<file path="config.mk">
export PLATFORM = sky130hd
export DESIGN_NAME = plld_phase_ctrl
export DESIGN_NICKNAME = d
export VERILOG_FILES = /design/src/core/plld_pkg.sv /design/src/core/plld_divider.sv /design/src/core/plld_serial_loader.sv /design/src/core/plld_phase_ctrl.sv
export SDC_FILE = /design/constraint.sdc
export NUM_CORES = 1
export LEC_CHECK = 0
export ABC_CLOCK_PERIOD_IN_PS = 4750
export BUFFER_PORTS_ARGS = -buffer_cell sky130_fd_sc_hd__buf_2
export CORE_MARGIN = 3
export CORE_UTILIZATION = 35
export CTS_BUF_LIST = sky130_fd_sc_hd__clkbuf_2 sky130_fd_sc_hd__clkbuf_4 sky130_fd_sc_hd__clkbuf_8
export DETAILED_ROUTE_END_ITERATION = 7
export SLEW_MARGIN = 0
export SYNTH_ARGS = -nofsm -noshare
export SYNTH_HDL_FRONTEND = slang
export SYNTH_SLANG_ARGS = --single-unit
</file>
<file path="constraint.sdc">
create_clock -name pclk -period 4.75 [get_ports pclk]
set_input_delay 0.2375 -clock pclk [delete_from_list [all_inputs] [get_ports pclk]]
set_output_delay 0.2375 -clock pclk [all_outputs]
set_load 0.05 [all_outputs]
</file>
<file path="src/core/plld_pkg.sv">
package plld_pkg;
    // Latch widths and serial word
    localparam int REF_R_W = 14;
    localparam int DIV_A_W = 7;
    localparam int DIV_N_W = 11;
    localparam int REF_LATCH_W = 15;
    localparam int DIV_LATCH_W = 18;
    localparam int SHIFT_W = 19;
    localparam int VCO_RATIO_W = 18;
    // Serial word field positions
    localparam int CTRL_BIT_POS = 0;
    localparam int REF_SW_POS = 15;
    localparam int DIV_N_LSB = 8;
    localparam int DIV_A_LSB = 1;
    // Valid ratio limits
    localparam logic [13:0] REF_R_MIN = 14'h0006;
    localparam logic [10:0] DIV_N_MIN = 11'h010;
    // Prescaler moduli shifts: 64 = 1<<6, 128 = 1<<7
    localparam int PRESC_SHIFT_LO = 6;
    localparam int PRESC_SHIFT_HI = 7;
    // Reset values
    localparam logic [13:0] REF_R_RST = 14'h0006;
    localparam logic REF_SW_RST = 1'b1;
    localparam logic [10:0] DIV_N_RST = 11'h010;
    localparam logic [6:0] DIV_A_RST = 7'h00;
    // APB register byte offsets
    localparam logic [11:0] REG_REF_OFS = 12'h000;
    localparam logic [11:0] REG_DIV_OFS = 12'h004;
    localparam logic [11:0] REG_STAT_OFS = 12'h008;
    // Register field positions
    localparam int REG_REF_SW_BIT = 14;
    localparam int REG_DIV_N_LSB = 7;
    localparam int STAT_POL_BIT = 0;
    localparam int STAT_UP_BIT = 1;
    localparam int STAT_DN_BIT = 2;
    localparam int STAT_FLAG_BIT = 3;
    localparam int STAT_REFUSED_BIT = 4;
endpackage

</file>
<file path="src/core/plld_divider.sv">
`timescale 1ns/10ps
module plld_divider #(
    parameter int W = 14
) (
    input wire logic pclk,
    input wire logic presetn,
    input wire logic ce,
    input wire logic tick,
    input wire logic [W-1:0] ratio,
    output logic pulse
);
    logic [W-1:0] cnt_r;
    logic last;

    assign last = (cnt_r >= ratio - W'(1));

    // Counts ticks and pulses once per ratio ticks
    always_ff @(posedge pclk or negedge presetn)
    begin
        if (!presetn)
        begin
            cnt_r <= '0;
            pulse <= 1'b0;
        end
        else if (ce)
        begin
            pulse <= tick && last;
            if (tick)
            begin
                cnt_r <= last ? '0 : cnt_r + W'(1);
            end
        end
    end
endmodule // plld_divider

</file>
<file path="src/core/plld_serial_loader.sv">
`timescale 1ns/10ps
module plld_serial_loader (
    input wire logic pclk,
    input wire logic presetn,
    input wire logic ce,
    input wire logic serial_clock,
    input wire logic serial_data,
    input wire logic latch_load_strobe,
    output logic ref_load,
    output logic [plld_pkg::REF_LATCH_W-1:0] ref_word,
    output logic div_load,
    output logic [plld_pkg::DIV_LATCH_W-1:0] div_word
);
    logic [plld_pkg::SHIFT_W-1:0] shift_r;
    logic sclk_q_r;
    logic load_q_r;
    logic sclk_rise;
    logic load_rise;

    assign sclk_rise = serial_clock && !sclk_q_r;
    assign load_rise = latch_load_strobe && !load_q_r;

    always_ff @(posedge pclk or negedge presetn)
    begin
        if (!presetn)
        begin
            sclk_q_r <= 1'b0;
            load_q_r <= 1'b0;
        end
        else if (ce)
        begin
            sclk_q_r <= serial_clock;
            load_q_r <= latch_load_strobe;
        end
    end

    // One bit per serial clock rising edge, first bit ends up highest
    always_ff @(posedge pclk or negedge presetn)
    begin
        if (!presetn)
        begin
            shift_r <= '0;
        end
        else if (ce && sclk_rise)
        begin
            shift_r <= {shift_r[plld_pkg::SHIFT_W-2:0], serial_data}; // RL3 RL11
        end
    end

    // Control bit, last one in, routes the word
    always_ff @(posedge pclk or negedge presetn)
    begin
        if (!presetn)
        begin
            ref_load <= 1'b0;
            div_load <= 1'b0;
            ref_word <= '0;
            div_word <= '0;
        end
        else if (ce)
        begin
            ref_load <= load_rise && shift_r[plld_pkg::CTRL_BIT_POS]; // RL10
            div_load <= load_rise && !shift_r[plld_pkg::CTRL_BIT_POS]; // RL10
            if (load_rise)
            begin
                ref_word <= shift_r[plld_pkg::REF_SW_POS:1];
                div_word <= shift_r[plld_pkg::SHIFT_W-1:1];
            end
        end
    end
endmodule // plld_serial_loader

</file>
<file path="src/core/plld_phase_ctrl.sv">
// Register access over APB and the address map were decided locally.
`timescale 1ns/10ps
// Contract
// RL1: The reference ratio is 14 bits, valid from 6 to 16383, and smaller values are never loaded.
// RL2: The prescaler modulus is 64 or 128 by the ratio select bit and multiplies the counter value.
// RL3: Each serial clock rising edge shifts exactly one data bit into the shift register.
// RL4: With polarity high the pump drives high when reference leads, low when it lags, else floats.
// RL5: With polarity low the pump drives low when reference leads, high when it lags, else floats.
// RL6: With polarity high a reference lead pulls both phase outputs low, a lag drives ref high.
// RL7: With polarity low a lead drives the ref output high, a lag pulls both phase outputs low.
// RL8: The monitor copies the reference divided signal at polarity high, else the VCO one.
// RL9: The comparator tracks phase differences from minus two pi to plus two pi.
// RL10: On load, a high control bit fills the reference latch and a low one the divider latch.
// RL11: The host shifts words most significant bit first with the control bit last.
// RL12: The host programs the programmable counter only from 16 to 2047.
// RL13: The phase error flag is high and falls for the time the phase error lasts.
// RL14: The host keeps polarity select static to match the VCO tuning slope.
// RL15: An unconnected polarity select reads as high through its pull-up.
module plld_phase_ctrl (
    input wire logic pclk,
    input wire logic presetn,
    input wire logic ce,
    input wire logic psel,
    input wire logic penable,
    input wire logic pwrite,
    input wire logic [11:0] paddr,
    input wire logic [31:0] pwdata,
    output logic [31:0] prdata,
    output logic pready,
    output logic pslverr,
    input wire logic serial_clock,
    input wire logic serial_data,
    input wire logic latch_load_strobe,
    input wire logic phase_polarity_select,
    input wire logic vco_tick,
    output logic charge_pump_out,
    output logic charge_pump_oe,
    output logic ref_phase_out,
    output logic phase_od_out,
    output logic phase_od_oe,
    output logic phase_error_flag,
    output logic monitor_out
);
    logic [plld_pkg::REF_R_W-1:0] ref_r_r;
    logic prescaler_ratio_select_r;
    logic [plld_pkg::DIV_N_W-1:0] div_n_r;
    logic [plld_pkg::DIV_A_W-1:0] div_a_r;
    logic refused_r;
    logic up_r;
    logic dn_r;
    logic up_nxt;
    logic dn_nxt;
    logic ref_divided_signal;
    logic vco_divided_signal;
    logic ser_ref_load;
    logic ser_div_load;
    logic [plld_pkg::REF_LATCH_W-1:0] ser_ref_word;
    logic [plld_pkg::DIV_LATCH_W-1:0] ser_div_word;
    logic [plld_pkg::VCO_RATIO_W-1:0] vco_ratio;
    logic [plld_pkg::VCO_RATIO_W-1:0] n_scaled;
    logic pol;
    logic apb_wr;
    logic apb_rd;
    logic hit_ref;
    logic hit_div;
    logic hit_stat;
    logic [plld_pkg::REF_R_W-1:0] wr_r;
    logic [plld_pkg::DIV_N_W-1:0] wr_n;
    logic [plld_pkg::REF_R_W-1:0] ser_r;
    logic [plld_pkg::DIV_N_W-1:0] ser_n;

    // Pull-up on the pin makes an open input arrive here as high
    assign pol = phase_polarity_select; // RL15 RL14

    plld_serial_loader u_loader (
        .pclk(pclk),
        .presetn(presetn),
        .ce(ce),
        .serial_clock(serial_clock),
        .serial_data(serial_data),
        .latch_load_strobe(latch_load_strobe),
        .ref_load(ser_ref_load),
        .ref_word(ser_ref_word),
        .div_load(ser_div_load),
        .div_word(ser_div_word)
    );

    // APB decode
    assign pready = ce;
    assign apb_wr = psel && penable && pwrite && ce;
    assign apb_rd = psel && penable && !pwrite && ce;
    assign hit_ref = (paddr == plld_pkg::REG_REF_OFS);
    assign hit_div = (paddr == plld_pkg::REG_DIV_OFS);
    assign hit_stat = (paddr == plld_pkg::REG_STAT_OFS);
    assign wr_r = pwdata[plld_pkg::REF_R_W-1:0];
    assign wr_n = pwdata[plld_pkg::REG_DIV_N_LSB +: plld_pkg::DIV_N_W];
    assign ser_r = ser_ref_word[plld_pkg::REF_R_W-1:0];
    assign ser_n = ser_div_word[plld_pkg::DIV_N_LSB-1 +: plld_pkg::DIV_N_W];

    always_comb
    begin
        if (!(psel && penable))
        begin
            pslverr = 1'b0;
        end
        else if (hit_ref && pwrite)
        begin
            pslverr = (wr_r < plld_pkg::REF_R_MIN);
        end
        else if (hit_div && pwrite)
        begin
            pslverr = (wr_n < plld_pkg::DIV_N_MIN);
        end
        else if (hit_ref || hit_div || hit_stat)
        begin
            pslverr = 1'b0;
        end
        else
        begin
            pslverr = 1'b1;
        end
    end

    // Reference latch; ratios below the minimum are refused
    always_ff @(posedge pclk or negedge presetn)
    begin
        if (!presetn)
        begin
            ref_r_r <= plld_pkg::REF_R_RST;
            prescaler_ratio_select_r <= plld_pkg::REF_SW_RST;
        end
        else if (ce)
        begin
            if (ser_ref_load && ser_r >= plld_pkg::REF_R_MIN) // RL1 RL10
            begin
                ref_r_r <= ser_r;
                prescaler_ratio_select_r <= ser_ref_word[plld_pkg::REG_REF_SW_BIT];
            end
            else if (apb_wr && hit_ref && wr_r >= plld_pkg::REF_R_MIN) // RL1
            begin
                ref_r_r <= wr_r;
                prescaler_ratio_select_r <= pwdata[plld_pkg::REG_REF_SW_BIT];
            end
        end
    end

    // Divider latch; counter values below 16 are refused
    always_ff @(posedge pclk or negedge presetn)
    begin
        if (!presetn)
        begin
            div_n_r <= plld_pkg::DIV_N_RST;
            div_a_r <= plld_pkg::DIV_A_RST;
        end
        else if (ce)
        begin
            if (ser_div_load && ser_n >= plld_pkg::DIV_N_MIN) // RL10 RL12
            begin
                div_n_r <= ser_n;
                div_a_r <= ser_div_word[plld_pkg::DIV_A_LSB-1 +: plld_pkg::DIV_A_W];
            end
            else if (apb_wr && hit_div && wr_n >= plld_pkg::DIV_N_MIN) // RL12
            begin
                div_n_r <= wr_n;
                div_a_r <= pwdata[plld_pkg::DIV_A_W-1:0];
            end
        end
    end

    // Sticky refusal flag; a new refusal wins over the clear
    always_ff @(posedge pclk or negedge presetn)
    begin
        if (!presetn)
        begin
            refused_r <= 1'b0;
        end
        else if (ce)
        begin
            if ((ser_ref_load && ser_r < plld_pkg::REF_R_MIN)
                || (ser_div_load && ser_n < plld_pkg::DIV_N_MIN)
                || (apb_wr && pslverr))
            begin
                refused_r <= 1'b1;
            end
            else if (apb_rd && hit_stat)
            begin
                refused_r <= 1'b0;
            end
        end
    end

    always_ff @(posedge pclk or negedge presetn)
    begin
        if (!presetn)
        begin
            prdata <= '0;
        end
        else if (ce && psel && !penable && !pwrite)
        begin
            if (paddr == plld_pkg::REG_REF_OFS)
            begin
                prdata <= {17'h00000, prescaler_ratio_select_r, ref_r_r};
            end
            else if (paddr == plld_pkg::REG_DIV_OFS)
            begin
                prdata <= {14'h0000, div_n_r, div_a_r};
            end
            else if (paddr == plld_pkg::REG_STAT_OFS)
            begin
                prdata <= {27'h0000000, refused_r, phase_error_flag, dn_r, up_r, pol};
            end
            else
            begin
                prdata <= '0;
            end
        end
    end

    // VCO ratio is modulus times counter plus swallow
    assign n_scaled = prescaler_ratio_select_r
        ? plld_pkg::VCO_RATIO_W'({div_n_r, 6'h00})
        : plld_pkg::VCO_RATIO_W'({div_n_r, 7'h00}); // RL2
    assign vco_ratio = n_scaled + plld_pkg::VCO_RATIO_W'(div_a_r);

    plld_divider #(.W(plld_pkg::REF_R_W)) u_ref_div (
        .pclk(pclk),
        .presetn(presetn),
        .ce(ce),
        .tick(1'b1),
        .ratio(ref_r_r),
        .pulse(ref_divided_signal)
    );

    plld_divider #(.W(plld_pkg::VCO_RATIO_W)) u_vco_div (
        .pclk(pclk),
        .presetn(presetn),
        .ce(ce),
        .tick(vco_tick),
        .ratio(vco_ratio),
        .pulse(vco_divided_signal)
    );

    // Phase-frequency detector; a repeated edge on one side keeps its flag (+-2pi)
    always_comb
    begin
        up_nxt = up_r || ref_divided_signal; // RL9
        dn_nxt = dn_r || vco_divided_signal; // RL9
        if (up_nxt && dn_nxt)
        begin
            up_nxt = 1'b0;
            dn_nxt = 1'b0;
        end
    end

    always_ff @(posedge pclk or negedge presetn)
    begin
        if (!presetn)
        begin
            up_r <= 1'b0;
            dn_r <= 1'b0;
        end
        else if (ce)
        begin
            up_r <= up_nxt;
            dn_r <= dn_nxt;
        end
    end

    // Output steering by polarity
    always_ff @(posedge pclk or negedge presetn)
    begin
        if (!presetn)
        begin
            charge_pump_out <= 1'b0;
            charge_pump_oe <= 1'b0;
            ref_phase_out <= 1'b0;
            phase_od_out <= 1'b0;
            phase_od_oe <= 1'b0;
            phase_error_flag <= 1'b1;
            monitor_out <= 1'b0;
        end
        else if (ce)
        begin
            charge_pump_oe <= up_nxt || dn_nxt; // RL4 RL5
            charge_pump_out <= pol ? up_nxt : dn_nxt; // RL4 RL5
            ref_phase_out <= pol ? dn_nxt : up_nxt; // RL6 RL7
            phase_od_out <= 1'b0;
            phase_od_oe <= pol ? up_nxt : dn_nxt; // RL6 RL7
            phase_error_flag <= !(up_nxt || dn_nxt); // RL13
            monitor_out <= pol ? ref_divided_signal : vco_divided_signal; // RL8
        end
    end
endmodule // plld_phase_ctrl

</file>
## Yosys cells after proc, flatten, opt, wreduce, memory -nomap -nowiden

Cells that the tools add are included.

| word-level totals | value |
|---|---|
| input port bits | 55 |
| flip-flop bits (word level) | 163 |
| output and inout bits | 41 |
| word-level logic and storage cells | 115 |

| operators by class | value |
|---|---|
| magnitude comparators | 10 |
| reductions and logical operators | 49 |
| mux-type cells | 25 |
| equality and inequality tests | 2 |
| add/sub/neg operators | 5 |

Operator list:

| cell | count |
|---|---|
| 18-bit two-way mux | 4 |
| 14-bit two-way mux | 3 |
| 14-bit by 3-bit greater-or-equal comparator with 1-bit output (second input constant) | 2 |
| 14-bit by 3-bit less-than comparator with 1-bit output (second input constant) | 2 |
| 1-bit logical AND | 27 |
| 11-bit by 5-bit greater-or-equal comparator with 1-bit output (second input constant) | 2 |
| 11-bit by 5-bit less-than comparator with 1-bit output (second input constant) | 2 |
| 11-bit two-way mux | 2 |
| 18-bit by 1-bit adder with 18-bit output (second input constant) | 1 |
| 18-bit by 7-bit adder with 18-bit output | 1 |
| 18-bit greater-or-equal comparator | 1 |
| 18-bit by 1-bit subtractor with 18-bit output (second input constant) | 1 |
| 14-bit by 1-bit adder with 14-bit output (second input constant) | 1 |
| 14-bit greater-or-equal comparator | 1 |
| 7-bit two-way mux | 2 |
| 14-bit by 1-bit subtractor with 14-bit output (second input constant) | 1 |
| 1-bit two-way mux | 13 |
| 12-bit by 3-bit equality test with 1-bit output (second input constant) | 1 |
| 12-bit by 4-bit equality test with 1-bit output (second input constant) | 1 |
| 12-bit zero test | 1 |
| 2-bit AND reduction | 5 |
| 1-bit logical OR | 7 |
| 1-bit zero test | 6 |
| 2-bit nonzero test | 3 |
| 5-bit two-way mux | 1 |

## Depth between registers and ports, before layout

Gate-level depths: netlist of run 1.

| depth | value |
|---|---|
| depth after elaboration | 11 |
| depth in mapped cells | 23 |
| mapped depth without buffers | 19 |

## Hierarchy

Synthesis of run 1 repeated with hierarchy kept, for this count alone.

| second synthesis, totals | value |
|---|---|
| cell total of the unflattened synthesis | 836 |
| area, all modules | 8,353.0 µm² |

By module, submodules not included:

| module | area an instance (µm²) | seq. area each (µm²) | instances | cells each |
|---|---|---|---|---|
| plld_phase_ctrl | 3,706.1 | 1,482.7 | 1 | 411 |
| plld_serial_loader | 1,747.9 | 1,026.0 | 1 | 106 |
| plld_divider (u_vco_div) | 1,595.3 | 475.5 | 1 | 176 |
| plld_divider (u_ref_div) | 1,303.8 | 375.4 | 1 | 143 |

## Worst setup path before layout of run 1

Ideal clock, no wire load.

| timing | value |
|---|---|
| path kind | register to register |
| from | reg prescaler_ratio_select_r |
| to | reg u_vco_div.cnt_r[3] |
| period minus slack after synthesis | 4.677 ns |
| cell stages (with the launch flop) | 21 |
| slack | 0.073 ns |
| library setup time | 0.083 ns |
| arrival | 4.595 ns |
| required time | 4.667 ns |
| buffers on the path | 2 |
| cells stage by stage | dfstp_2 clkbuf_1 clkbuf_1 nand2_1 ha_1 inv_1 ha_1 o21a_1 o22a_1 a221o_1 a21oi_2 o21ai_2 xnor2_1 ha_1 o21ai_1 a21oi_1 a2111oi_2 o21ai_1 o22a_1 or4_1 o21ai_0 |

| on the way | value |
|---|---|
| cells in the longest elaborated chain, start to end | 5 |

RTL lines:

| element | RTL line | RTL |
|---|---|---|
| start: declaration | plld_phase_ctrl.sv:45 | `logic prescaler_ratio_select_r;` |
| start signal: assignment | plld_phase_ctrl.sv:130 | `prescaler_ratio_select_r <= plld_pkg::REF_SW_RST;` |
| start signal: assignment | plld_phase_ctrl.sv:137 | `prescaler_ratio_select_r <= ser_ref_word[plld_pkg::REG_REF_SW_BIT];` |
| start signal: assignment | plld_phase_ctrl.sv:142 | `prescaler_ratio_select_r <= pwdata[plld_pkg::REG_REF_SW_BIT];` |
| 18-bit two-way mux | plld_phase_ctrl.sv:221 | `? plld_pkg::VCO_RATIO_W'({div_n_r, 6'h00})` |
| 18-bit by 7-bit adder with 18-bit output | plld_phase_ctrl.sv:223 | `assign vco_ratio = n_scaled + plld_pkg::VCO_RATIO_W'(div_a_r);` |
| 18-bit by 1-bit subtractor with 18-bit output | plld_divider.sv:15 | `assign last = (cnt_r >= ratio - W'(1));` |
| 18-bit greater-or-equal comparator | plld_divider.sv:15 |  |
| 18-bit two-way mux | plld_divider.sv:30 | `cnt_r <= last ? '0 : cnt_r + W'(1);` |
| end signal: assignment | plld_divider.sv:30 |  |
| end: declaration | plld_divider.sv:12 | `logic [W-1:0] cnt_r;` |

Every way passes these cells.
A chain may end at the register's enable or synchronous reset.

## Final worst setup path of run 1

Same ends and word-level chain as after synthesis.

==> results.md, run 1 <==
- Area delta synth->final: 12.8%
- Slew margin rel.: 0.250
- Primary FF master, synth: dfrtp_1
- Min-delay worst type: in -> reg
- Flops & latches, synth: 134
- CP Class: reg -> reg
- Unique masters post-synth: 58
- Switching Power: 1.53 mW
- RSZ-0062 raised after global routing: no
- Post-synth ARST share: 1.00
- Switch share: 0.381
- Synth Cell Area: 7860 um^2
- Share of the synthesized area in the top cell type: 0.411
- Least-Margin Pin Slew: 1.12 ns
- WL/cell: 14.8 um
- Pint: 2.50 mW
- Most numerous cell in the Yosys netlist: dfrtp_1
- Filler Cell Count: 2143
- Root buf cell: clkbuf_8
- Total number of vias: 5806
- Clock skew: 0.0132 ns
- Max-cap viol count: 0
- Final Wtd Congestion: 0.817
- Share of layout cells above drive strength 1: 0.189
- DR iter-0 viols: 368
- Comb power frac: 0.342
- Post-synth EDFFs: 0
- All-Layer GR Usage: 0.148
- DP HPWL: 12900 um
- Die area: 24300 um^2
- Fin. max-slew vios: 0
- Seq pwr share: 0.404
- Deepest clock path buffer count: 2
- Maximum vdd drop: 0.219 mV
- Number of port buffers: 66
- H-Tree Depth: 4
- Core Area: 22000 um^2
- Dpl cells: 1121
- Final Non-Filler Cells: 1160
- Antenna viol nets, final: 0
- Largest net degree at the start of global routing: 92
- Worst-path clk slew: 0.09 ns
- Largest cells by area after synthesis: dfrtp_1 41%, ha_1 8.6%, mux2_2 6.0%
- Synth Instances: 803
- DRT Wirelength: 17200 um
- Total gr overflow: 0
- Drt first pass iters: 5
- Worst Path Max Fanout: 7
- Pleak: 4.30 nW
- Clock Latency Late Sink: 0.46 ns
- # clock sinks: 134
- Fin. Hold Viols: 0
- CTS tree: built
- Post-CTS setup buffers: 0
- N_diodes: 0
- Ys Warns: 0
- Register area share after synthesis: 0.427
- Setup TNS Final: 0 ns
- Post-route DRC: 0
- Vias per inst: 5.01
- Final period util: 0.930
- Initial standard-cell utilization of the core: 0.358
- Final min period: 4.42 ns
- Critical path arrival: 4.79 ns
- PwrDens: 455 nW/um^2
- IO Count: 96
- CTS buffer count: 17
- Post-synth top area cell: dfrtp_1
- Post-synth top cells: 129 x dfrtp_1, 87 x nor2_1, 72 x nand2_1, 54 x ha_1, 53 x a21oi_1
- Global-route wire length before repair: 29100 um
- Final setup violation count: 0
- Crit start category: flop
- FP Rows: 54
- Die height: 156 um
- Nets: 977
- Clock network fraction of total power: 0.254
- Vias in the first global route: 5699
- Crit end category: flop
- Achievable clock frequency: 226 MHz
- Initial antenna violation count: 0
- Die X: 156 um
- Worst EP required: 5.13 ns
- Run status: finished clean
- Avg Cell Area, Syn: 9.79 um^2
[final cells by class]
class / instances / area (um^2) / area share
multi-input combinational: 598 / 4150 / 0.468
tap: 280 / 350 / 0.0395
timing repair buffer: 80 / 459 / 0.0518
clock buffer: 17 / 234 / 0.0264
sequential: 134 / 3360 / 0.379
inverter: 36 / 135 / 0.0152
clock inverter: 15 / 180 / 0.0203
[routing by layer]
layer,track usage,up-vias,wire length (um)
met3,0.0336,13,595
met1,0.206,2755,8520
met2,0.234,110,7920
li1,-,2928,-
met5,0,-,0
met4,0.0404,0,167
[worst paths after layout]
path | startpoint | end | slack (ns) | depth (start not counted)
min in group asynchronous | presetn | u_loader.shift_r[15]$_DFFE_PN0P_ | 0.39 | 2
max | prescaler_ratio_select_r$_DFFE_PN1P_ | u_vco_div.cnt_r[3]$_DFFE_PN0P_ | 0.33 | 18
min | pwdata[15] | div_n_r[8]$_DFFE_PN0P_ | 0.04 | 3
max reg2reg | prescaler_ratio_select_r$_DFFE_PN1P_ | u_vco_div.cnt_r[3]$_DFFE_PN0P_ | 0.33 | 18
max in group asynchronous | presetn | phase_error_flag$_DFFE_PN1P_ | 3.28 | 3
min reg2reg | prdata[14]$_DFFE_PN0P_ | prdata[14]$_DFFE_PN0P_ | 0.48 | 2
[kinds of logic (layout without fill, tap and decap cells)]
| family | after synthesis | after routing | synth area share |
|---|---|---|---|
| and+or+nand+nor | 238 | 238 | 0.138 |
| AOI/OAI and AO/OA | 157 | 157 | 0.125 |
| DFF | 134 | 134 | 0.427 |
| buffers and inverters | 85 | 148 | 0.0527 |
| muxes | 81 | 81 | 0.110 |
| adders and majority gates | 55 | 55 | 0.0885 |
| xor gates and xnor gates | 52 | 52 | 0.0579 |
| other | 1 | 15 | 0.000477 |
[timing repair]
action / 4_1_cts / 5_1_grt
hold buffers: 7 / 0
gates resized for setup: 0 / 1
endpoints found under the setup margin: 0 / 2
endpoints found under the hold margin: 94 / 0
[state kept, by name (all words and copies together) (netlist names)]
| name | flops |
|---|---|
| charge_pump_oe | 1 |
| div_a_r | 7 |
| div_n_r | 11 |
| dn_r | 1 |
| monitor_out | 1 |
| phase_error_flag | 1 |
| phase_od_oe | 1 |
| prdata | 18 |
| prescaler_ratio_select_r | 1 |
| ref_phase_out | 1 |
| ref_r_r | 14 |
| refused_r | 1 |
| u_loader.div_load | 1 |
| u_loader.div_word | 18 |
| u_loader.load_q_r | 1 |
| u_loader.ref_load | 1 |
| u_loader.sclk_q_r | 1 |
| u_loader.shift_r | 19 |
| u_ref_div.cnt_r | 14 |
| u_ref_div.pulse | 1 |
| u_vco_div.cnt_r | 18 |
| u_vco_div.pulse | 1 |
| up_r | 1 |
[power by group through the flow]
stage	registers [mW]	logic, mW	clock network [mW]
detailed placement	1.65	1.38	0
finish	1.63	1.38	1.02
global route	1.67	1.59	1.10
global placement	1.65	1.35	0
CTS	1.63	1.39	1.06
floorplan	1.56	1.13	0
[metrics by stage]
stage | cell area (um^2) | power [mW] | util | hold slack [ns] | setup slack [ns]
after floorplan | 7910 | 2.69 | - | -0.0581 | 0.0727
after global placement | 8380 | 3.00 | 0.382 | 0.376 | 0.239
after detailed placement | 8380 | 3.03 | 0.382 | 0.378 | 0.205
after CTS | 8860 | 4.08 | 0.404 | 0.00451 | 0.191
after global routing | 8870 | 4.36 | 0.404 | 0.0146 | 0.0691
final | 8870 | 4.03 | 0.404 | 0.0413 | 0.334
[worst max-delay path, cell delays in order (launching register included)]
cell and delay [ns]:
dfstp_2 0.62, nand2_1 0.07, ha_1 0.27, inv_1 0.04, ha_1 0.32, o21a_1 0.18, o22a_1 0.22, a221o_1 0.35
a21oi_2 0.24, o21ai_2 0.10, xnor2_1 0.16, ha_1 0.25, o21ai_1 0.16, a21oi_1 0.08, a2111oi_2 0.32, o21ai_1 0.10
o22a_1 0.28, or4_1 0.48, o21ai_0 0.08
[layout by cell type (no fill, tap or decap), types with 4 or more instances in the layout]
cell	synthesis	final
a21o_1	10	10
a21oi_1	53	53
a22o_1	5	5
a22oi_1	10	10
a31oi_1	12	12
and2_1	5	4
and3_1	7	7
buf_2	9	65
buf_4	20	7
clkbuf_8	0	17
conb_1	1	15
dfrtp_1	129	129
dfstp_2	5	5
dlygate4sd3_1	0	7
ha_1	54	54
inv_1	35	35
inv_6	0	6
inv_8	0	4
mux2_2	42	42
mux2i_1	39	39
nand2_1	72	72
nand2b_1	4	4
nand3_1	17	17
nand3b_1	4	4
nand4_1	11	11
nor2_1	87	86
nor2b_1	5	5
nor3_1	5	5
nor4_1	11	11
o21ai_0	34	34
xnor2_1	23	23
xor2_1	29	29
No activity file was read; power rests on OpenSTA's default activity.
==> run 2, diff against run 1 <==
--- a/config.mk
+++ b/config.mk
@@ -8,5 +8,5 @@
 export ABC_CLOCK_PERIOD_IN_PS = 4750
 export BUFFER_PORTS_ARGS = -buffer_cell sky130_fd_sc_hd__buf_2
-export CORE_MARGIN = 3
+export CORE_ASPECT_RATIO = 0.6
 export CORE_UTILIZATION = 35
 export CTS_BUF_LIST = sky130_fd_sc_hd__clkbuf_2 sky130_fd_sc_hd__clkbuf_4 sky130_fd_sc_hd__clkbuf_8
==> constraint.sdc (replaced) <==
create_clock -name pclk -period 4.75 [get_ports pclk]
set_input_delay 0.2375 -clock pclk [delete_from_list [all_inputs] [get_ports pclk]]
set_output_delay 0.2375 -clock pclk [all_outputs]
set_load 0.01 [all_outputs]
==> run 2 against run 1 <==
Compared with the run above:
- utilization decreased by 0.14 points
- flip-flop and latch count unchanged
- maximum frequency decreased by 1.5%
- first-iteration DRC count increased by 14%
- global-route usage increased by 2.5 points
- count of clock-buffer cells in the layout increased by 2
- power increased by 0.97%
- final area about the same
- die area decreased by 5.0%
- worst hold slack got worse by 0.00096 ns
==> results.md, run 2 (synthesis gave the netlist of run 1 again) <==
- Reg with most FFs: u_loader.shift_r
- Drt first pass iters: 5
- Antenna viol nets, final: 0
- Filler Cell Count: 2215
- Uppermost layer routed: met4
- Final period util: 0.943
- RSZ-0062 raised after global routing: no
- Deepest clock path buffer count: 2
- Vias per inst: 5.12
- Share of layout cells above drive strength 1: 0.192
- H-Tree Depth: 4
- CTS tree: built
- Total power: 4.07 mW
- Worst-path clk slew: 0.08 ns
- Pleak: 4.29 nW
- Final Non-Filler Cells: 1163
- Final Util: 0.402
- Number of port buffers: 66
- DR iter-0 viols: 418
- PwrDens: 459 nW/um^2
- Critical path arrival: 4.82 ns
- FP Rows: 42
- Initial antenna violation count: 0
- Most common cell after layout, fill and taps aside: dfrtp_1
- Fin. max-slew vios: 0
- Total number of vias: 5960
- Root buf cell: clkbuf_8
- IO Count: 96
- Final setup violation count: 0
- Register Area: 3360 um^2
- Fin. Hold Viols: 0
- DRT Wirelength: 18700 um
- Die height: 118 um
- Core Area: 22000 um^2
- N_diodes: 0
- Crit start category: flop
- Largest net degree at the start of global routing: 87
- Setup TNS Final: 0 ns
- Metal2 WL: 7160 um
- All-Layer GR Usage: 0.173
- Die X: 195 um
- Post-CTS setup buffers: 0
- Area delta synth->final: 12.7%
- WL/cell: 16.0 um
- Area of the multi-input gates: 4150 um^2
- Max reg flops: 19
- # clock sinks: 134
- Final min period: 4.48 ns
- Post-route DRC: 0
- Run status: finished clean
- Max-cap viol count: 0
- Worst Path Max Fanout: 16
- Initial standard-cell utilization of the core: 0.357
- Dpl cells: 1129
- Maximum vdd drop: 0.202 mV
- WL met1: 10400 um
- CP Class: reg -> reg
- Achievable clock frequency: 223 MHz
- Crit end category: flop
- Clock skew: 0.0181 ns
- Global-route wire length before repair: 31400 um
- Clock Latency Late Sink: 0.46 ns
- Die area: 23100 um^2
- Vias in the first global route: 5857
- Nets: 974
- Total gr overflow: 0
- Most frequent cells in the layout: 129 x dfrtp_1, 86 x nor2_1, 72 x nand2_1
- DP HPWL: 13900 um
- DR WL met3: 960 um
- CTS buffer count: 17
- Min-delay worst type: in -> reg
- Slew margin rel.: 0.261
- Least-Margin Pin Slew: 1.11 ns
- Final Wtd Congestion: 0.829
- Worst EP required: 5.09 ns
## run 2: cell types whose count changed in the layout (fill, tap and decap cells not counted), moves of 2 or more
| cell | before | now |
|---|---|---|
| inv_6 | 6 | 0 |
| dlygate4sd3_1 | 7 | 2 |
| inv_8 | 4 | 0 |
| clkinv_2 | 1 | 4 |
| clkinvlp_4 | 0 | 3 |
| buf_4 | 7 | 9 |
| bufinv_16 | 2 | 4 |
## run 2: area by class of cell
class,count,area share
multi-input combinational,598,0.468
sequential,134,0.379
timing repair buffer,77,0.0479
tap,286,0.0404
clock buffer,19,0.0288
clock inverter,13,0.0203
inverter,36,0.0153
## run 2: repair_timing
action                                 CTS  global route
endpoints found under the hold margin   83             0
hold buffers                             2             0
gates resized for setup                  0             1
setup endpoints to repair                0            15
## run 2: metal layers
metal	up-vias	track usage
li1	2930	-
met1	2871	0.276
met2	143	0.229
met3	16	0.0415
met4	0	0.0399
met5	-	0
## run 2: worst max-delay path: stages, from the launching register on
cell and delay, ns:
dfstp_2 0.59, nand2_1 0.07, ha_1 0.27, inv_1 0.04, ha_1 0.33, o21a_1 0.19
o22a_1 0.22, a221o_1 0.35, a21oi_2 0.25, o21ai_2 0.10, xnor2_1 0.12, ha_1 0.27
o21ai_1 0.17, a21oi_1 0.09, a2111oi_2 0.32, o21ai_1 0.11, o22a_1 0.30, and2_2 0.37
a21o_1 0.20
## run 2: per-stage QoR
stage,hold slack (ns),instance area [um^2],setup slack (ns)
3_3_place_gp,0.354,8400,0.199
3_5_place_dp,0.355,8400,0.157
2_1_floorplan,-0.0581,7910,0.0727
4_1_cts,0.0175,8860,0.137
6_report,0.0404,8860,0.269
5_1_grt,0.0240,8860,0.0130
## run 2: final timing paths
check,from,to,cells past startpoint,slack (ns)
setup / recovery,prescaler_ratio_select_r$_DFFE_PN1P_,u_vco_div.pulse$_DFFE_PN0P_,18,0.27
hold / removal,serial_clock,u_loader.sclk_q_r$_DFFE_PN0P_,2,0.04
setup reg to reg,prescaler_ratio_select_r$_DFFE_PN1P_,u_vco_div.pulse$_DFFE_PN0P_,18,0.27
hold reg to reg,prdata[11]$_DFFE_PN0P_,prdata[11]$_DFFE_PN0P_,2,0.48
max in group asynchronous,presetn,prdata[12]$_DFFE_PN0P_,3,3.25
min in group asynchronous,presetn,u_vco_div.cnt_r[16]$_DFFE_PN0P_,2,0.38
## run 2: report_power, final
part           internal (mW)  total, mW  leakage (nW)  switching, mW
logic                  0.646       1.36          2.35          0.714
clock network          0.589       1.07         0.215          0.484
registers               1.36       1.64          1.73          0.278
total                   2.60       4.07          4.29           1.48
==> run 3, diff against run 2 <==
Settings changed: BUFFER_PORTS_ARGS -buffer_cell sky130_fd_sc_hd__buf_2 to not set, CELL_PAD_IN_SITES_DETAIL_PLACEMENT set to 0, CELL_PAD_IN_SITES_GLOBAL_PLACEMENT set to 1, DONT_BUFFER_PORTS set to 1, PLACE_DENSITY_LB_ADDON set to 0.1.
==> run 3 against run 2 <==
Compared with the run above:
- register-to-register slack hardly changed
- power is 1.6% lower
- sequential share of layout area is 0.44 points higher
- clock skew is 0.0064 ns lower
- via count is 3.6% lower
- sequential power hardly changed
- critical endpoint is now u_vco_div.cnt_r[3]$_DFFE_PN0P_
- routed wire length is 7.1% higher
- die area stayed put
- final cell count is 3.5% lower
- clock power is 9% lower
- critical path depth is 1 lower
- worst hold slack worse by 0.018 ns
==> results.md, run 3 (synthesis gave the netlist of run 1 again) <==
- Final Util: 0.398
- Worst-path clk slew: 0.09 ns
- Crit start category: flop
- All-Layer GR Usage: 0.184
- Maximum vdd drop: 0.198 mV
- Hold Path Depth: 3
- Deepest clock path buffer count: 2
- Reg with most FFs: u_loader.shift_r
- N_diodes: 0
- Initial antenna violation count: 0
- DRT Wirelength: 20000 um
- R2R Setup Slk: 0.28 ns
- Worst EP required: 5.15 ns
- CTS tree: built
- Vias per inst: 5.12
- Largest net degree at the start of global routing: 135
- Hold_sp: ce
- Post-route DRC: 0
- Nets: 933
- Most common cell after layout, fill and taps aside: dfrtp_1
- Achievable clock frequency: 224 MHz
- DR iter-0 viols: 392
- # clock sinks: 134
- Die X: 195 um
- FP Rows: 42
- Least-Margin Pin Slew: 1.10 ns
- Max reg flops: 19
- Worst Path Max Fanout: 6
- Filler Cell Count: 2187
- Clock skew: 0.0117 ns
- Die height: 118 um
- Worst Hold Endpoint: u_ref_div.cnt_r[2]$_DFFE_PN0P_
- Max-cap viol count: 0
- FF-to-FF path depth: 17
- FF-to-FF End: u_vco_div.cnt_r[3]$_DFFE_PN0P_
- Min-delay worst type: in -> reg
- Dpl cell area: 8070 um^2
- Final period util: 0.941
- Pleak: 4.06 nW
- Number of port buffers: 0
- H-Tree Depth: 4
- Clock Latency Late Sink: 0.47 ns
- Root buf cell: clkbuf_8
- Area delta synth->final: 11.4%
- DP HPWL: 14600 um
- WL/cell: 17.8 um
- IO Count: 96
- CP Class: reg -> reg
- Slew margin rel.: 0.266
- Final min period: 4.47 ns
- Drt first pass iters: 5
- Crit end category: flop
- Reg-to-reg startpoint: prescaler_ratio_select_r$_DFFE_PN1P_
- Final Non-Filler Cells: 1122
- RSZ-0062 raised after global routing: no
- Total number of vias: 5746
- Final setup violation count: 0
- Run status: finished clean
- Share of layout cells above drive strength 1: 0.126
- PwrDens: 457 nW/um^2
- Cell area after layout: 8760 um^2
- Setup TNS Final: 0 ns
- Worst Hold Slack: 0.0222 ns
- Dpl cells: 1063
- Core Area: 22000 um^2
- Global-route wire length before repair: 32500 um
- CTS buffer count: 17
- Fin. max-slew vios: 0
- Antenna viol nets, final: 0
- Final Wtd Congestion: 0.780
- Fin. Hold Viols: 0
- Total gr overflow: 0
- Critical path arrival: 4.87 ns
- Most frequent cells in the layout: 129 x dfrtp_1, 86 x nor2_1, 72 x nand2_1
- Die area: 23100 um^2
- Vias in the first global route: 5766
- Initial standard-cell utilization of the core: 0.357
run 3: cell count changes in the layout (fill, tap and decap cells not counted), sizes merged:
| cell | previous run | this run |
|---|---|---|
| inv | 36 | 38 |
| clkinv | 6 | 4 |
| clkinvlp | 3 | 6 |
| buf | 75 | 10 |
| bufinv | 4 | 2 |
| clkbuf | 19 | 18 |
| dlygate4sd3 | 2 | 26 |
run 3: area by class of cell:
| type | instances | area, um^2 | share of cell area |
|---|---|---|---|
| multi-input combinational | 598 | 4150 | 0.474 |
| tap | 286 | 358 | 0.0409 |
| inverter | 36 | 135 | 0.0154 |
| clock buffer | 18 | 241 | 0.0276 |
| timing repair buffer | 36 | 355 | 0.0406 |
| clock inverter | 14 | 154 | 0.0176 |
| sequential | 134 | 3360 | 0.384 |
run 3: where the power goes:
group	leakage, nW	switching (mW)	internal, mW	total [mW]
clock network	0.181	0.504	0.475	0.978
registers	1.73	0.290	1.36	1.65
logic	2.15	0.718	0.658	1.38
total	4.06	1.51	2.49	4.01
run 3: worst max-delay path by stage:
stage                                         startpoint                               to  slack, ns
floorplan           prescaler_ratio_select_r$_DFFE_PN1P_   u_vco_div.cnt_r[3]$_DFFE_PN0P_       0.07
global route                      div_a_r[1]$_DFFE_PN0P_  u_vco_div.cnt_r[13]$_DFFE_PN0P_       0.02
finish              prescaler_ratio_select_r$_DFFE_PN1P_   u_vco_div.cnt_r[3]$_DFFE_PN0P_       0.28
detailed placement  prescaler_ratio_select_r$_DFFE_PN1P_      u_vco_div.pulse$_DFFE_PN0P_       0.16
global placement    prescaler_ratio_select_r$_DFFE_PN1P_      u_vco_div.pulse$_DFFE_PN0P_       0.15
CTS                 prescaler_ratio_select_r$_DFFE_PN1P_      u_vco_div.pulse$_DFFE_PN0P_       0.13
run 3: stage by stage:
stage	setup slack [ns]	power [mW]
floorplan	0.0727	2.65
global placement	0.147	2.96
detailed placement	0.157	3.00
CTS	0.126	4.05
global route	0.0210	4.33
finish	0.278	4.01
run 3: critical path, cell delays in order (launching register included):
cell and delay, ns:
dfstp_2 0.63, nand2_1 0.07, ha_1 0.27, inv_1 0.04, ha_1 0.34, o21a_1 0.20, o22a_1 0.23, a221o_1 0.36
a21oi_2 0.20, buf_4 0.15, xor2_1 0.15, ha_1 0.26, a21o_1 0.19, a2111oi_2 0.34, o21ai_1 0.11, o22a_2 0.30
or4_1 0.48, o21ai_0 0.08
run 3: what timing repair did:
item                                    4_1_cts  5_1_grt
buffers inserted                              0        0
hold endpoints to repair                    178        0
resized for setup                             0        4
endpoints found under the setup margin        0       16
hold buffers                                 27        0
run 3: layer usage:
layer	vias up	GRT usage	share of wire
li1	2831	-	-
met1	2780	0.282	0.53
met2	114	0.244	0.39
met3	21	0.0533	0.057
met4	0	0.0556	0.014
met5	-	0	0
